--- src/common/fpec_pkg.sv ---
/*
 shared constants of the flash program/erase sequencer: register offsets,
 control field positions, operation codes, timing counts and state codes.
 assumes a 100 MHz system clock.
*/
`default_nettype none
package fpec_pkg;
    localparam logic [7:0] ADDR_CTRL = 8'h00;
    localparam logic [7:0] ADDR_STAT = 8'h04;
    localparam logic [7:0] ADDR_IEN = 8'h08;
    localparam logic [7:0] ADDR_ICLR = 8'h0C;
    localparam int BIT_START = 15;
    localparam int BIT_FLASH_WRITE_ENABLE = 14;
    localparam int BIT_FAULT = 13;
    localparam int BIT_STBY = 12;
    localparam int OP_LSB = 0;
    localparam int STAT_DONE = 0;
    localparam int STAT_FAULT = 1;
    localparam logic [15:0] CTRL_RESET = 16'h0000;
    localparam logic [1:0] IRQ_RESET = 2'h0;
    localparam logic [2:0] HSIZE_WORD = 3'h2;
    localparam logic [3:0] OP_WORD = 4'h0;
    localparam logic [3:0] OP_DWORD = 4'h1;
    localparam logic [3:0] OP_ROW = 4'h2;
    localparam logic [3:0] OP_PAGE = 4'h3;
    localparam logic [3:0] OP_BULK_A = 4'hA;
    localparam logic [3:0] OP_BULK_D = 4'hD;
    localparam logic [1:0] KIND_WORD = 2'h0;
    localparam logic [1:0] KIND_DWORD = 2'h1;
    localparam logic [1:0] KIND_ROW = 2'h2;
    localparam logic [1:0] KIND_BULK = 2'h3;
    localparam int CLK_NS = 10;
    localparam int T_WORD_NS = 20000;
    localparam int T_DWORD_NS = 40000;
    localparam int T_ROW_NS = 2000000;
    localparam int T_BULK_NS = 40000000;
    localparam int T_WAKE_NS = 10000;
    localparam int WORD_CYC = (T_WORD_NS + CLK_NS - 1) / CLK_NS;
    localparam int DWORD_CYC = (T_DWORD_NS + CLK_NS - 1) / CLK_NS;
    localparam int ROW_CYC = (T_ROW_NS + CLK_NS - 1) / CLK_NS;
    localparam int BULK_CYC = (T_BULK_NS + CLK_NS - 1) / CLK_NS;
    localparam int WAKE_CYC = (T_WAKE_NS + CLK_NS - 1) / CLK_NS;
    typedef enum logic [2:0] {
        ST_IDLE = 3'h1,
        ST_RUN = 3'h2,
        ST_END = 3'h4
    } fpec_state_t;
    // reserved codes fall through to the default and start nothing
    function automatic logic op_valid(input logic [3:0] op);
        case (op)
            OP_WORD, OP_DWORD, OP_ROW, OP_PAGE, OP_BULK_A, OP_BULK_D: op_valid = 1'b1;
            default: op_valid = 1'b0;
        endcase
    endfunction
    function automatic logic [1:0] op_kind(input logic [3:0] op);
        case (op)
            OP_DWORD: op_kind = KIND_DWORD;
            OP_ROW, OP_PAGE: op_kind = KIND_ROW;
            OP_BULK_A, OP_BULK_D: op_kind = KIND_BULK;
            default: op_kind = KIND_WORD;
        endcase
    endfunction
endpackage
`default_nettype wire

--- src/common/fpec_seq_if.sv ---
/*
 link between the sequencer control and its operation timer.
 assumes both ends run on the same clock and clock enable.
*/
`timescale 1ns/10ps
`default_nettype none
interface fpec_seq_if;
    logic launch;
    logic [1:0] kind;
    logic abort;
    logic busy;
    logic done;
    modport ctl (output launch, output kind, output abort, input busy, input done);
    modport tmr (input launch, input kind, input abort, output busy, output done);
endinterface
`default_nettype wire

--- src/hdl/fpec_op_timer.sv ---
/*
 self-timed operation counter: loads a cycle count chosen by the kind of
 operation on launch and signals done on the last cycle.
 assumes launch is only raised while not busy.
*/
`timescale 1ns/10ps
`default_nettype none
module fpec_op_timer #(
    parameter int unsigned CNT_W = 24,
    parameter int unsigned WORD_CYC = 1,
    parameter int unsigned DWORD_CYC = 1,
    parameter int unsigned ROW_CYC = 1,
    parameter int unsigned BULK_CYC = 1
) (
    input wire logic clk_in,
    input wire logic rst_n_in,
    input wire logic clk_en_in,
    fpec_seq_if.tmr seq
);
    logic [CNT_W-1:0] cnt_r;
    logic busy_r;

    function automatic logic [CNT_W-1:0] kind_cycles(input logic [1:0] k);
        case (k)
            fpec_pkg::KIND_DWORD: kind_cycles = CNT_W'(DWORD_CYC);
            fpec_pkg::KIND_ROW: kind_cycles = CNT_W'(ROW_CYC);
            fpec_pkg::KIND_BULK: kind_cycles = CNT_W'(BULK_CYC);
            default: kind_cycles = CNT_W'(WORD_CYC);
        endcase
    endfunction

    assign seq.busy = busy_r;
    assign seq.done = clk_en_in && busy_r && (cnt_r == CNT_W'(1));

    always_ff @(posedge clk_in or negedge rst_n_in)
    begin
        if (!rst_n_in)
        begin
            busy_r <= 1'b0;
            cnt_r <= '0;
        end
        else if (clk_en_in)
        begin
            if (seq.abort)
                busy_r <= 1'b0;
            else if (seq.launch)
            begin
                busy_r <= 1'b1;
                cnt_r <= kind_cycles(seq.kind);
            end
            else if (busy_r)
            begin
                if (cnt_r == CNT_W'(1))
                    busy_r <= 1'b0;
                cnt_r <= cnt_r - CNT_W'(1);
            end
        end
    end
endmodule // fpec_op_timer
`default_nettype wire

--- src/hdl/fpec_top.sv ---
/*
 flash program/erase sequencer: AHB-Lite register slave, control register,
 operation launch and termination, regulator idle handling, interrupt.
 assumes rst_n_in is the power-on reset; sys_rst_n_in gathers the other
 reset sources and is synchronous to clk_in.
*/
// The implementer's own choices: the register addresses and the AHB-Lite register port.
`timescale 1ns/10ps
`default_nettype none
// Contract
// - start launches the chosen operation, timed inside; hardware clears start afterwards.
// - write-enable set allows operations; clear inhibits every program or erase.
// - fault set on improper or terminated attempt; left alone on normal completion.
// - standby bit sends the regulator to standby during idle, else stays active.
// - with standby set, flash stays unavailable for a wake delay after idle.
// - codes 1111, 1110, 1100, 1011 reserved; unlisted codes start nothing.
// - one program code writes two adjacent words in one execution.
// - power-save instruction is ignored while an operation is in progress.
// - control bits return to zero only on power-on reset.
// - control bits 11 to 4 ignore writes and read as zero.
module fpec_top #(
    parameter int unsigned CNT_W = 24,
    parameter int unsigned WORD_CYC = fpec_pkg::WORD_CYC,
    parameter int unsigned DWORD_CYC = fpec_pkg::DWORD_CYC,
    parameter int unsigned ROW_CYC = fpec_pkg::ROW_CYC,
    parameter int unsigned BULK_CYC = fpec_pkg::BULK_CYC,
    parameter int unsigned WAKE_CYC = fpec_pkg::WAKE_CYC
) (
    input wire logic clk_in,
    input wire logic rst_n_in,
    input wire logic sys_rst_n_in,
    input wire logic clk_en_in,
    input wire logic hsel_in,
    input wire logic [31:0] haddr_in,
    input wire logic [1:0] htrans_in,
    input wire logic hwrite_in,
    input wire logic [2:0] hsize_in,
    input wire logic [31:0] hwdata_in,
    input wire logic hready_in,
    output logic [31:0] hrdata_out,
    output logic hreadyout_out,
    output logic hresp_out,
    input wire logic idle_in,
    input wire logic power_save_in,
    output logic sleep_grant_out,
    output logic regulator_standby_out,
    output logic flash_ready_out,
    output logic flash_go_out,
    output logic [3:0] flash_op_out,
    output logic flash_double_word_out,
    output logic flash_active_out,
    input wire logic flash_fault_in,
    output logic irq_out
);
    if (CNT_W < 2 || CNT_W > 31 || WORD_CYC < 1 || DWORD_CYC < 1 || ROW_CYC < 1
        || BULK_CYC < 1 || WAKE_CYC < 1 || BULK_CYC >= (1 << CNT_W)
        || ROW_CYC >= (1 << CNT_W) || WAKE_CYC >= (1 << CNT_W))
    begin : g_bad_param
        $error("fpec_top: cycle counts must be at least 1 and fit CNT_W bits");
    end

    fpec_pkg::fpec_state_t state_r;
    fpec_pkg::fpec_state_t state_nxt;
    logic ctrl_start_r;
    logic ctrl_flash_write_enable_r;
    logic ctrl_fault_r;
    logic ctrl_standby_r;
    logic [3:0] ctrl_op_r;
    logic [1:0] irq_stat_r;
    logic [1:0] irq_en_r;
    logic wr_pend_r;
    logic [7:0] wr_addr_r;
    logic [31:0] hrdata_r;
    logic [31:0] rd_word;
    logic [15:0] ctrl_word;
    logic idle_d_r;
    logic [CNT_W-1:0] wake_cnt_r;
    logic go_r;
    logic [3:0] run_op_r;
    logic dword_r;
    logic addr_ok;
    logic wr_now;
    logic wr_ctrl;
    logic wr_ien;
    logic wr_iclr;
    logic op_ok;
    logic term;
    logic fault_set;
    logic [1:0] stat_set;

    fpec_seq_if seq ();

    fpec_op_timer #(
        .CNT_W(CNT_W),
        .WORD_CYC(WORD_CYC),
        .DWORD_CYC(DWORD_CYC),
        .ROW_CYC(ROW_CYC),
        .BULK_CYC(BULK_CYC)
    ) u_timer (
        .clk_in(clk_in),
        .rst_n_in(rst_n_in),
        .clk_en_in(clk_en_in),
        .seq(seq.tmr)
    );

    // zero wait states; a frozen clock enable stalls the bus instead of losing a beat
    assign hreadyout_out = clk_en_in;
    assign hresp_out = 1'b0;
    assign hrdata_out = hrdata_r;
    assign addr_ok = hsel_in && htrans_in[1] && hready_in && clk_en_in;
    assign wr_now = wr_pend_r && clk_en_in;
    assign wr_ctrl = wr_now && (wr_addr_r == fpec_pkg::ADDR_CTRL);
    assign wr_ien = wr_now && (wr_addr_r == fpec_pkg::ADDR_IEN);
    assign wr_iclr = wr_now && (wr_addr_r == fpec_pkg::ADDR_ICLR);

    assign ctrl_word = {ctrl_start_r, ctrl_flash_write_enable_r, ctrl_fault_r, ctrl_standby_r,
                        8'h00, ctrl_op_r};

    always_comb
    begin
        case (haddr_in[7:0])
            fpec_pkg::ADDR_CTRL: rd_word = {16'h0000, ctrl_word};
            fpec_pkg::ADDR_STAT: rd_word = {30'h0000_0000, irq_stat_r};
            fpec_pkg::ADDR_IEN: rd_word = {30'h0000_0000, irq_en_r};
            default: rd_word = 32'h0000_0000;
        endcase
    end

    // read data is sampled in the address phase so it comes from a flip-flop
    always_ff @(posedge clk_in or negedge rst_n_in)
    begin
        if (!rst_n_in)
        begin
            wr_pend_r <= 1'b0;
            wr_addr_r <= 8'h00;
            hrdata_r <= 32'h0000_0000;
        end
        else if (addr_ok)
        begin
            wr_pend_r <= hwrite_in && (hsize_in == fpec_pkg::HSIZE_WORD);
            wr_addr_r <= haddr_in[7:0];
            hrdata_r <= hwrite_in ? 32'h0000_0000 : rd_word;
        end
        else if (clk_en_in)
            wr_pend_r <= 1'b0;
    end

    assign op_ok = ctrl_flash_write_enable_r && fpec_pkg::op_valid(ctrl_op_r);
    assign term = flash_fault_in || !sys_rst_n_in;
    assign seq.kind = fpec_pkg::op_kind(ctrl_op_r);

    always_comb
    begin
        state_nxt = state_r;
        seq.launch = 1'b0;
        seq.abort = 1'b0;
        fault_set = 1'b0;
        case (state_r)
            fpec_pkg::ST_IDLE:
            begin
                if (ctrl_start_r && flash_ready_out)
                begin
                    if (op_ok)
                    begin
                        seq.launch = 1'b1;
                        state_nxt = fpec_pkg::ST_RUN;
                    end
                    else
                    begin
                        fault_set = 1'b1;
                        state_nxt = fpec_pkg::ST_END;
                    end
                end
            end
            fpec_pkg::ST_RUN:
            begin
                if (term)
                begin
                    seq.abort = 1'b1;
                    fault_set = 1'b1;
                    state_nxt = fpec_pkg::ST_END;
                end
                else if (seq.done)
                    state_nxt = fpec_pkg::ST_END;
            end
            fpec_pkg::ST_END: state_nxt = fpec_pkg::ST_IDLE;
            default: state_nxt = fpec_pkg::ST_IDLE;
        endcase
    end

    always_ff @(posedge clk_in or negedge rst_n_in)
    begin
        if (!rst_n_in)
            state_r <= fpec_pkg::ST_IDLE;
        else if (clk_en_in)
            state_r <= state_nxt;
    end

    // only the power-on reset touches the control bits
    always_ff @(posedge clk_in or negedge rst_n_in)
    begin
        if (!rst_n_in)
        begin
            ctrl_start_r <= fpec_pkg::CTRL_RESET[fpec_pkg::BIT_START];
            ctrl_flash_write_enable_r <= fpec_pkg::CTRL_RESET[fpec_pkg::BIT_FLASH_WRITE_ENABLE];
            ctrl_fault_r <= fpec_pkg::CTRL_RESET[fpec_pkg::BIT_FAULT];
            ctrl_standby_r <= fpec_pkg::CTRL_RESET[fpec_pkg::BIT_STBY];
            ctrl_op_r <= fpec_pkg::CTRL_RESET[fpec_pkg::OP_LSB +: 4];
        end
        else if (clk_en_in)
        begin
            if (wr_ctrl)
            begin
                ctrl_flash_write_enable_r <= hwdata_in[fpec_pkg::BIT_FLASH_WRITE_ENABLE];
                ctrl_standby_r <= hwdata_in[fpec_pkg::BIT_STBY];
                ctrl_op_r <= hwdata_in[fpec_pkg::OP_LSB +: 4];
            end
            if (wr_ctrl && hwdata_in[fpec_pkg::BIT_START])
                ctrl_start_r <= 1'b1;
            else if (state_r == fpec_pkg::ST_END)
                ctrl_start_r <= 1'b0;
            if (fault_set)
                ctrl_fault_r <= 1'b1;
            else if (wr_ctrl)
                ctrl_fault_r <= hwdata_in[fpec_pkg::BIT_FAULT];
        end
    end

    always_ff @(posedge clk_in or negedge rst_n_in)
    begin
        if (!rst_n_in)
        begin
            go_r <= 1'b0;
            run_op_r <= 4'h0;
            dword_r <= 1'b0;
        end
        else if (clk_en_in)
        begin
            go_r <= seq.launch;
            if (seq.launch)
            begin
                run_op_r <= ctrl_op_r;
                dword_r <= (ctrl_op_r == fpec_pkg::OP_DWORD);
            end
        end
    end

    assign flash_go_out = go_r;
    assign flash_op_out = run_op_r;
    assign flash_double_word_out = dword_r;
    assign flash_active_out = (state_r == fpec_pkg::ST_RUN);

    // wake delay counts from the edge where idle ends
    always_ff @(posedge clk_in or negedge rst_n_in)
    begin
        if (!rst_n_in)
        begin
            idle_d_r <= 1'b0;
            wake_cnt_r <= '0;
        end
        else if (clk_en_in)
        begin
            idle_d_r <= idle_in;
            if (idle_d_r && !idle_in && ctrl_standby_r)
                wake_cnt_r <= CNT_W'(WAKE_CYC);
            else if (wake_cnt_r != '0)
                wake_cnt_r <= wake_cnt_r - CNT_W'(1);
        end
    end

    assign regulator_standby_out = idle_in && ctrl_standby_r;
    // the exit edge itself counts as unavailable, the counter only loads one cycle later
    assign flash_ready_out = !regulator_standby_out && (wake_cnt_r == '0)
                             && !(idle_d_r && !idle_in && ctrl_standby_r);
    assign sleep_grant_out = power_save_in && (state_r == fpec_pkg::ST_IDLE);

    assign stat_set[fpec_pkg::STAT_DONE] = (state_r == fpec_pkg::ST_END);
    assign stat_set[fpec_pkg::STAT_FAULT] = fault_set;

    // a new event in the clearing cycle survives
    always_ff @(posedge clk_in or negedge rst_n_in)
    begin
        if (!rst_n_in)
        begin
            irq_stat_r <= fpec_pkg::IRQ_RESET;
            irq_en_r <= fpec_pkg::IRQ_RESET;
        end
        else if (clk_en_in)
        begin
            if (!sys_rst_n_in)
                irq_en_r <= fpec_pkg::IRQ_RESET;
            else if (wr_ien)
                irq_en_r <= hwdata_in[1:0];
            irq_stat_r <= (sys_rst_n_in ? (irq_stat_r & ~(wr_iclr ? hwdata_in[1:0] : 2'h0))
                                        : fpec_pkg::IRQ_RESET) | stat_set;
        end
    end

    assign irq_out = |(irq_stat_r & irq_en_r);
endmodule // fpec_top
`default_nettype wire

--- config.mk ---
export PLATFORM = sky130hd
export DESIGN_NAME = fpec_top
export DESIGN_NICKNAME = d
export VERILOG_FILES = /design/src/common/fpec_pkg.sv /design/src/common/fpec_seq_if.sv /design/src/hdl/fpec_op_timer.sv /design/src/hdl/fpec_top.sv
export SDC_FILE = /design/constraint.sdc
export NUM_CORES = 1
export LEC_CHECK = 0
export BUFFER_PORTS_ARGS = -buffer_cell sky130_fd_sc_hd__buf_2
export CAP_MARGIN = 20
export CORE_ASPECT_RATIO = 0.8
export CORE_MARGIN = 3
export CORE_UTILIZATION = 58
export CTS_BUF_LIST = sky130_fd_sc_hd__clkbuf_4 sky130_fd_sc_hd__clkbuf_8 sky130_fd_sc_hd__clkbuf_16
export DETAILED_ROUTE_END_ITERATION = 12
export PLACE_DENSITY = 0.86
export SLEW_MARGIN = 5
export SYNTH_ARGS = -nofsm -noshare
export SYNTH_HDL_FRONTEND = slang
export SYNTH_SLANG_ARGS = --single-unit
export TNS_END_PERCENT = 30
--- constraint.sdc ---
create_clock -name clk_in -period 9.7 [get_ports clk_in]
set_input_delay 2.425 -clock clk_in [delete_from_list [all_inputs] [get_ports clk_in]]
set_output_delay 2.425 -clock clk_in [all_outputs]
set_load 0.01 [all_outputs]
; ---- After elaboration in Yosys (flattened, before gate mapping)
; Index checks and enable logic that the tools add are counted.
[op_classes]
n_eq_ne = 20
n_mux = 36
n_addsub = 2
n_reduce_logical = 46
bitwise = 5
[op_table]
columns = cell, count
row1 = $mux 24, 4
row2 = $pmux 22 s3, 1
row3 = $pmux 16 s3, 1
row4 = $sub 24x1->24 const B, 2
row5 = $mux 32, 1
row6 = $eq 24x1->1 const B, 1
row7 = $eq 8x4->1 const B, 3
row8 = $logic_not 24->1, 1
row9 = $reduce_bool 24->1, 1
row10 = $logic_and 1x1->1, 19
row11 = $mux 1, 18
row12 = $logic_not 8->1, 2
row13 = $mux 3, 4
row14 = $reduce_and 2->1, 6
row15 = $reduce_bool 2->1, 5
row16 = $eq 4x2->1 const B, 2
row17 = $eq 4x4->1 const B, 2
row18 = $eq 8x3->1 const B, 1
row19 = $mux 2, 4
row20 = $eq 3x2->1 const B, 2
row21 = $pmux 2 s3, 1
row22 = $pmux 3 s2, 1
row23 = $reduce_and 3->1, 2
row24 = $reduce_or 2->1, 3
row25 = 17 further kinds, 22
[word_totals]
output_inout_bits = 45
regBits = 112
input_bits = 79

; ---- Longest topological paths before layout
; Gate-level depths: netlist of the first run.
[logic_depth]
ltp_word = 10
mapped_depth = 10

; ---- Hierarchy
; From an unflattened synthesis of the first run, not the netlist that was laid out.
[hier_totals]
cells_unflattened = 523
area_unflattened_um2 = 5047.3
[modules_own_cells]
columns = mod, area_each_um2, seq_area_each_um2, cells_per_inst, n_inst
row1 = fpec_top, 3467.1, 1577.8, 347, 1
row2 = fpec_op_timer, 1580.3, 625.6, 176, 1

; ---- Worst setup path before layout of the first run
; Ideal clock, no wire load.
[synth_path]
path_kind = in2out
start = in idle_in
end = out flash_ready_out
setup_slack_ns = 3.723
arrival_ns = 3.552
required_time_ns = 7.275
n_path_buf = 1
stages = 4
cell_sequence = and3b_1 clkbuf_1 or4b_4 nor3_1
[synth_via]
elab_chain_len = 5
word_cells_on_any_way = 8
[synth_lines]
columns = element, line_no
row1 = start: declaration, fpec_top.sv:43  ; input wire logic idle_in,
row2 = $logic_not 1->1, fpec_top.sv:274  ; && !(idle_d_r && !idle_in && ctrl_standby_r);
row3 = $logic_and 1x1->1 (2 in a row), fpec_top.sv:274
row4 = $logic_not 1->1, fpec_top.sv:274
row5 = $logic_and 1x1->1 (*), fpec_top.sv:274
row6 = end: declaration, fpec_top.sv:47  ; output logic flash_ready_out,
; Every way passes the cells marked *; elsewhere a longest branch is shown, timed or not.

; ---- Worst setup path in the final report of the first run
; Same ends and word-level chain as after synthesis.

==> results by group, run 1 <==
GRT
  • All-Layer GR Usage: between 20% and 30%
  • Global-route wire length before repair: roughly 18,000 microns
  • Total gr overflow: 0
  • Antenna violations before repair: 0
  • Largest net degree at the start of global routing: between 80 and 90
  • Vias in the first global route: ~3,700

STA
  • Worst Tran Pin Value: between 1 and 1.5 ns
  • Slew Viols, Final: 0
  • Worst rel slew slack: about 28%
  • Fin Clk Skew: around 0.017 ns
  • Final setup fails: 0
  • FMAX: 0.164 GHz
  • Unrepaired setup endpoints after global routing: false
  • Final Hold Vio Count: 0
  • Setup_tns: 0 ns
  • Tcrit/Tclk final: a little over three fifths
  • Min Clock Period, post-route: 6.11 ns

Clock network
  • CTS tree: done
  • Setup bufs post-CTS: 0
  • Cts repair resizes: 0
  • Hold-fix buffer count after cts: 0
  • Clock slew at reported path FFs: 0.08 ns
  • CTS Buf Count: 9
  • H-tree levels: 3
  • TritonCTS Sinks: between 80 and 90
  • Clock insertion delay at the later pin of the skew report: ~0.37 ns
  • CTS Buffer Depth: 2
  • Root Buffer: clkbuf_8

Drt
  • Routed Antenna Nets: 0
  • Vias: between 3,000 and 4,000
  • Avg WL per Cell: between 15 and 20 microns
  • Vias per inst: 6.02
  • Drt drc: 0
  • Final wirelength: 10,900 microns
  • DR iter-0 viols: roughly 310
  • First-pass DRT Iterations: 5

Power and ir drop
  • PD cells: approximately 170 mW/mm^2
  • Static leakage: around 2.4 nW
  • Total power: 0.912 mW
  • Maximum vdd drop: roughly 0.13 mV

Synthesis
  • YS warnings: 0
  • Most frequent cells after synthesis: dfrtp_1 (87), nand2_1 (47), nor2_1 (39)
  • Register area share after synthesis: 45.8%
  • Unique cell type count in the Yosys netlist: just under 70
  • Yosys reg bits: 88
  • Yosys top cell area share: a little under half
  • Syn_area_per_cell: between 9 and 10 sq um
  • Post-Syn Area: between 0.004 and 0.005 sq mm
  • EDFF count, synth: 0
  • Cell count after synthesis: 497
  • Asr flop ratio synth: between 90% and 100%
  • Synth Flop Type: dfrtp_1
  • Post-synth top area cell: dfrtp_1
  • Most common cell in the netlist: dfrtp_1
  • Area contributors post-synth: dfrtp_1 (45%), mux2_2 (4.5%), buf_4 (4.2%)

Placed design
  • DP HPWL: between 7000 and 8000 microns
  • # port buffers: 49
  • GP Congestion: between 0.9 and 1

Hold path
  • HP Class: flip-flop to flip-flop

Critical path
  • Crit-path most repeated cell: buf_2
  • Top delay family on crit path: simple AND/OR/NAND/NOR gates
  • Worst Setup Start Kind: input port
  • Cells along the critical path: buf_2, and3b_1, or4b_4, nor3_1, buf_2
  • CP required: around 7.3 ns
  • R2r setup slk: about 6 ns
  • Setup Crit Path Kind: input port to output pin
  • CP arrival: about 3.7 ns
  • Critical path buffers and inverters: 2
  • Crit end category: output pin
  • Worst path max stage delay: around 0.56 ns
  • CP max stage cell: or4b_4
  • Max FO, Critical Path: 7

Floorplanning
  • Die Height: 87.4 microns
  • Cell Rows: 29
  • Die area: around 0.0094 sq mm
  • Core Region: 0.00798 sq mm
  • Die Width: between 100 and 150 microns
  • Num ports: approximately 120
  • Starting density of the core: about 60%

Status
  • Status: finished clean

Final layout
  • Layout Nets: between 600 and 700
  • N_diodes: 0
  • Area grow syn2layout: 9.16%
  • Filler instances: 631
  • Layout cells sized above 1: between 10% and 20%

Flow run
  • Total of max-cap violations: 0
-- routing by layer --
metal / GRT usage [%] / vias up / part of all wire (%)
li1: - / 1829 / -
met1: 33.1 / 1893 / 43
met2: 38.7 / 184 / 48
met3: 5.78 / 15 / 7.8
met4: 6.65 / 0 / 1.1
met5: 0 / - / 0
-- report_power, final --
group,leakage [nW],internal (mW),switching [mW]
registers,1.13,0.420,0.0520
logic,1.19,0.0708,0.0885
clock network,0.102,0.145,0.135
-- logic make-up after synthesis --
| family | after synthesis | synth area share, % |
|---|---|---|
| xor+xnor | 25 | 4.56 |
| flops | 88 | 45.8 |
| buf+inv | 60 | 7.00 |
| simple gates | 197 | 22.0 |
| mux | 22 | 5.08 |
| compound gates | 100 | 14.4 |
| other cells | 1 | 0.0780 |
| fa+ha+maj | 4 | 1.04 |
-- state kept, by name, indices dropped and copies added, names as in the netlist --
signal                     cells
u_timer.cnt_r                 24
wake_cnt_r                    24
hrdata_out                     8
wr_addr_r                      8
ctrl_op_r                      4
flash_op_out                   4
state_r                        3
irq_en_r                       2
irq_stat_r                     2
ctrl_fault_r                   1
ctrl_flash_write_enable_r      1
ctrl_standby_r                 1
ctrl_start_r                   1
flash_double_word_out          1
flash_go_out                   1
idle_d_r                       1
u_timer.seq.busy               1
wr_pend_r                      1
-- per-stage QoR --
stage	worst slack, ns	util [%]	cell area [sq um]	hold WS [ns]	cells
4_1_cts	3.59	65.5	5230	0.497	650
5_1_grt	3.53	65.7	5250	0.512	651
3_3_place_gp	3.59	62.8	5010	0.459	635
2_1_floorplan	3.72	-	4900	0.446	521
6_report	3.59	65.7	5250	0.492	651
3_5_place_dp	3.60	62.8	5010	0.466	635
-- placed cells by master, fill, tap and decap left out, drive strengths merged, types with 16 or more instances in the layout --
master,netlist,final
mux2,19,19
nor4,16,16
a21oi,20,20
nand2,47,47
o21ai,24,24
dfrtp,87,87
inv,16,18
buf,31,51
nor3,25,25
conb,1,25
nor2,40,40
-- final cells by class --
cell class | count | area, sq um | area share [%]
well taps | 108 | 135 | 2.58
clock inverters | 6 | 92.6 | 1.76
clock buffers | 9 | 124 | 2.36
multi-input cells | 373 | 2360 | 44.9
repair buffers | 51 | 275 | 5.25
inverters | 16 | 60.1 | 1.14
flip-flops and latches | 88 | 2200 | 42.0
-- path summary, 6_finish.rpt --
| path | start | to | cells past startpoint |
|---|---|---|---|
| max in group asynchronous | rst_n_in | wake_cnt_r[12]$_DFFE_PN0P_ | 2 |
| setup reg to reg | wake_cnt_r[17]$_DFFE_PN0P_ | flash_op_out[2]$_DFFE_PN0P_ | 5 |
| hold / removal | flash_go_out$_DFFE_PN0P_ | flash_go_out$_DFFE_PN0P_ | 1 |
| hold reg to reg | flash_go_out$_DFFE_PN0P_ | flash_go_out$_DFFE_PN0P_ | 1 |
| min in group asynchronous | rst_n_in | ctrl_fault_r$_DFFE_PN0P_ | 1 |
| setup / recovery | idle_in | flash_ready_out | 5 |
No activity file was read; power rests on OpenSTA's default activity.
==> run 2: changes to the inputs <==
--- a/config.mk
+++ b/config.mk
@@ -9,10 +9,10 @@
 export CAP_MARGIN = 20
 export CORE_ASPECT_RATIO = 0.8
 export CORE_MARGIN = 3
-export CORE_UTILIZATION = 58
+export CORE_UTILIZATION = 53
 export CTS_BUF_LIST = sky130_fd_sc_hd__clkbuf_4 sky130_fd_sc_hd__clkbuf_8 sky130_fd_sc_hd__clkbuf_16
 export DETAILED_ROUTE_END_ITERATION = 12
-export PLACE_DENSITY = 0.86
+export PLACE_DENSITY = 0.8
 export SLEW_MARGIN = 5
 export SYNTH_ARGS = -nofsm -noshare
 export SYNTH_HDL_FRONTEND = slang
==> constraint.sdc (replaced) <==
create_clock -name clk_in -period 5.8 [get_ports clk_in]
set_input_delay 1.45 -clock clk_in [delete_from_list [all_inputs] [get_ports clk_in]]
set_output_delay 1.45 -clock clk_in [all_outputs]
set_load 0.01 [all_outputs]
==> results by group, run 2 (synthesis gave the netlist of run 1 again) <==
Final layout
  • Area grow syn2layout: 10.7%
  • Layout Nets: between 600 and 700
  • FF+latch area: roughly 0.0022 sq mm
  • Commonest non-fill, non-tap cell in the layout: dfrtp_1
  • Layout cells sized above 1: roughly 18%
  • Filler instances: about 710
  • Multi-input combinational cell area: ~0.0024 sq mm
  • Most frequent cells in the layout: dfrtp_1 (87), buf_2 (48), nand2_1 (47), nor2_1 (39), conb_1 (25)
  • Post-route cell area: ~0.0053 sq mm
  • Largest registers: u_timer.cnt_r: 24 flops, wake_cnt_r: 24 flops
  • N_diodes: 0

Floorplanning
  • Die area: between 0.01 and 0.015 sq mm
  • Die Width: 112 microns
  • Die Height: about 90 microns
  • Cell Rows: 30
  • Num ports: around 120
  • Core Region: 0.00863 sq mm
  • Starting density of the core: a little under three fifths

Clock network
  • Cts repair resizes: 0
  • CTS tree: done
  • H-tree levels: 3
  • CTS Buf Count: 9
  • CTS Buffer Depth: 2
  • Hold-fix buffer count after cts: 0
  • Clock insertion delay at the later pin of the skew report: between 0.3 and 0.4 ns
  • TritonCTS Sinks: 88
  • Root Buffer: clkbuf_16
  • Clock slew at reported path FFs: approximately 0.060 ns
  • Setup bufs post-CTS: 0

Drt
  • Avg WL per Cell: 16.2 microns
  • Final wirelength: between 10,000 and 15,000 microns
  • Vias per inst: 5.83
  • First-pass DRT Iterations: 5
  • Vias: around 3,800
  • Routed Antenna Nets: 0
  • DR iter-0 viols: roughly 370
  • Drt drc: 0

Placed design
  • Post-Place Setup Slack: 1.37 ns
  • GP Congestion: 0.893
  • Placed Area: roughly 0.005 sq mm
  • DP HPWL: approximately 7700 microns
  • # port buffers: between 40 and 50

Critical path
  • Setup Crit Path Kind: input port to output pin
  • Worst r2r src: wake_cnt_r[16]$_DFFE_PN0P_
  • CP required: ~4.4 ns
  • Worst reg2reg endpoint: flash_double_word_out$_DFFE_PN0P_
  • Crit end category: output pin
  • Max FO, Critical Path: 7
  • R2R depth: 5
  • R2r setup slk: roughly 2 ns
  • Worst Setup Start Kind: input port
  • CP arrival: around 2.7 ns

STA
  • FMAX: ~0.24 GHz
  • Final WS setup: 1.62 ns
  • Tcrit/Tclk final: around 72%
  • Setup_tns: 0 ns
  • Worst rel slew slack: between 30% and 40%
  • Worst Tran Pin Value: a little under 1 ns
  • Fin Clk Skew: ~0.01 ns
  • Final Hold Vio Count: 0
  • Slew Viols, Final: 0
  • Min Clock Period, post-route: about 4.2 ns
  • Unrepaired setup endpoints after global routing: false
  • Final setup fails: 0

Hold path
  • Hold path endpoint: hrdata_out[1]$_DFFE_PN0P_
  • Min-Delay Startpoint: hrdata_out[1]$_DFFE_PN0P_
  • Worst hold stages: 2
  • HP Class: flip-flop to flip-flop

Power and ir drop
  • PD cells: 305 mW/mm^2
  • Static leakage: 2.47 nW
  • Maximum vdd drop: between 0.2 and 0.3 mV

Status
  • Status: finished clean

Flow run
  • Total of max-cap violations: 0

GRT
  • Total gr overflow: 0
  • Global-route wire length before repair: 18,000 microns
  • Vias in the first global route: between 3,000 and 4,000
  • Antenna violations before repair: 0
  • Largest net degree at the start of global routing: 55
  • All-Layer GR Usage: 21.5%
-- run 2: cell count changes in the layout (fill, tap and decap cells not counted), sizes merged --
cell	previous run	this run
clkbuf	9	13
clkinv	0	3
clkinvlp	2	0
inv	18	16
bufinv	2	1
-- run 2: worst max-delay path, stage by stage --
cell     delay [ns]
buf_2          0.09
and3b_1        0.25
or4b_4         0.56
nor3_1         0.21
buf_2          0.17
-- run 2: metal layers --
| metal | global-route usage, % | vias up | part of all wire, % | wire [microns] |
|---|---|---|---|---|
| met2 | 35.4 | 127 | 47 | 5060 |
| met3 | 5.00 | 8 | 6.3 | 671 |
| li1 | - | 1831 | - | - |
| met4 | 5.31 | 0 | 0.90 | 96 |
| met5 | 0 | - | 0 | 0 |
| met1 | 29.0 | 1864 | 45 | 4850 |
-- run 2: how the worst max path moves through the flow --
stage	from	endpoint	slack, ns
2_1_floorplan	idle_in	flash_ready_out	1.77
3_3_place_gp	idle_in	flash_double_word_out$_DFFE_PN0P_	1.41
3_5_place_dp	idle_in	flash_double_word_out$_DFFE_PN0P_	1.37
4_1_cts	idle_in	flash_ready_out	1.61
5_1_grt	idle_in	flash_ready_out	1.57
6_report	idle_in	flash_ready_out	1.62
-- run 2: stage by stage --
stage	util [%]	total power, mW	instances	hold WS [ns]
2_1_floorplan	-	0.993	521	0.446
3_3_place_gp	58.2	1.04	640	0.460
3_5_place_dp	58.2	1.06	640	0.472
4_1_cts	61.6	1.63	656	0.485
5_1_grt	61.6	1.71	657	0.526
6_report	61.6	1.62	657	0.479
-- run 2: area by class of cell --
cell class | instances | share of cell area, %
Tap cell | 112 | 2.63
Clock buffer | 12 | 4.66
Timing Repair Buffer | 52 | 5.03
Clock inverter | 4 | 0.847
Multi-Input combinational cell | 373 | 44.3
Inverter | 16 | 1.13
Sequential cell | 88 | 41.4
-- run 2: power by group --
| part | switching, mW | internal [mW] | leakage (nW) | total [mW] |
|---|---|---|---|---|
| clock | 0.226 | 0.346 | 0.151 | 0.572 |
| sequential | 0.0873 | 0.703 | 1.13 | 0.791 |
| combinational | 0.143 | 0.118 | 1.19 | 0.261 |
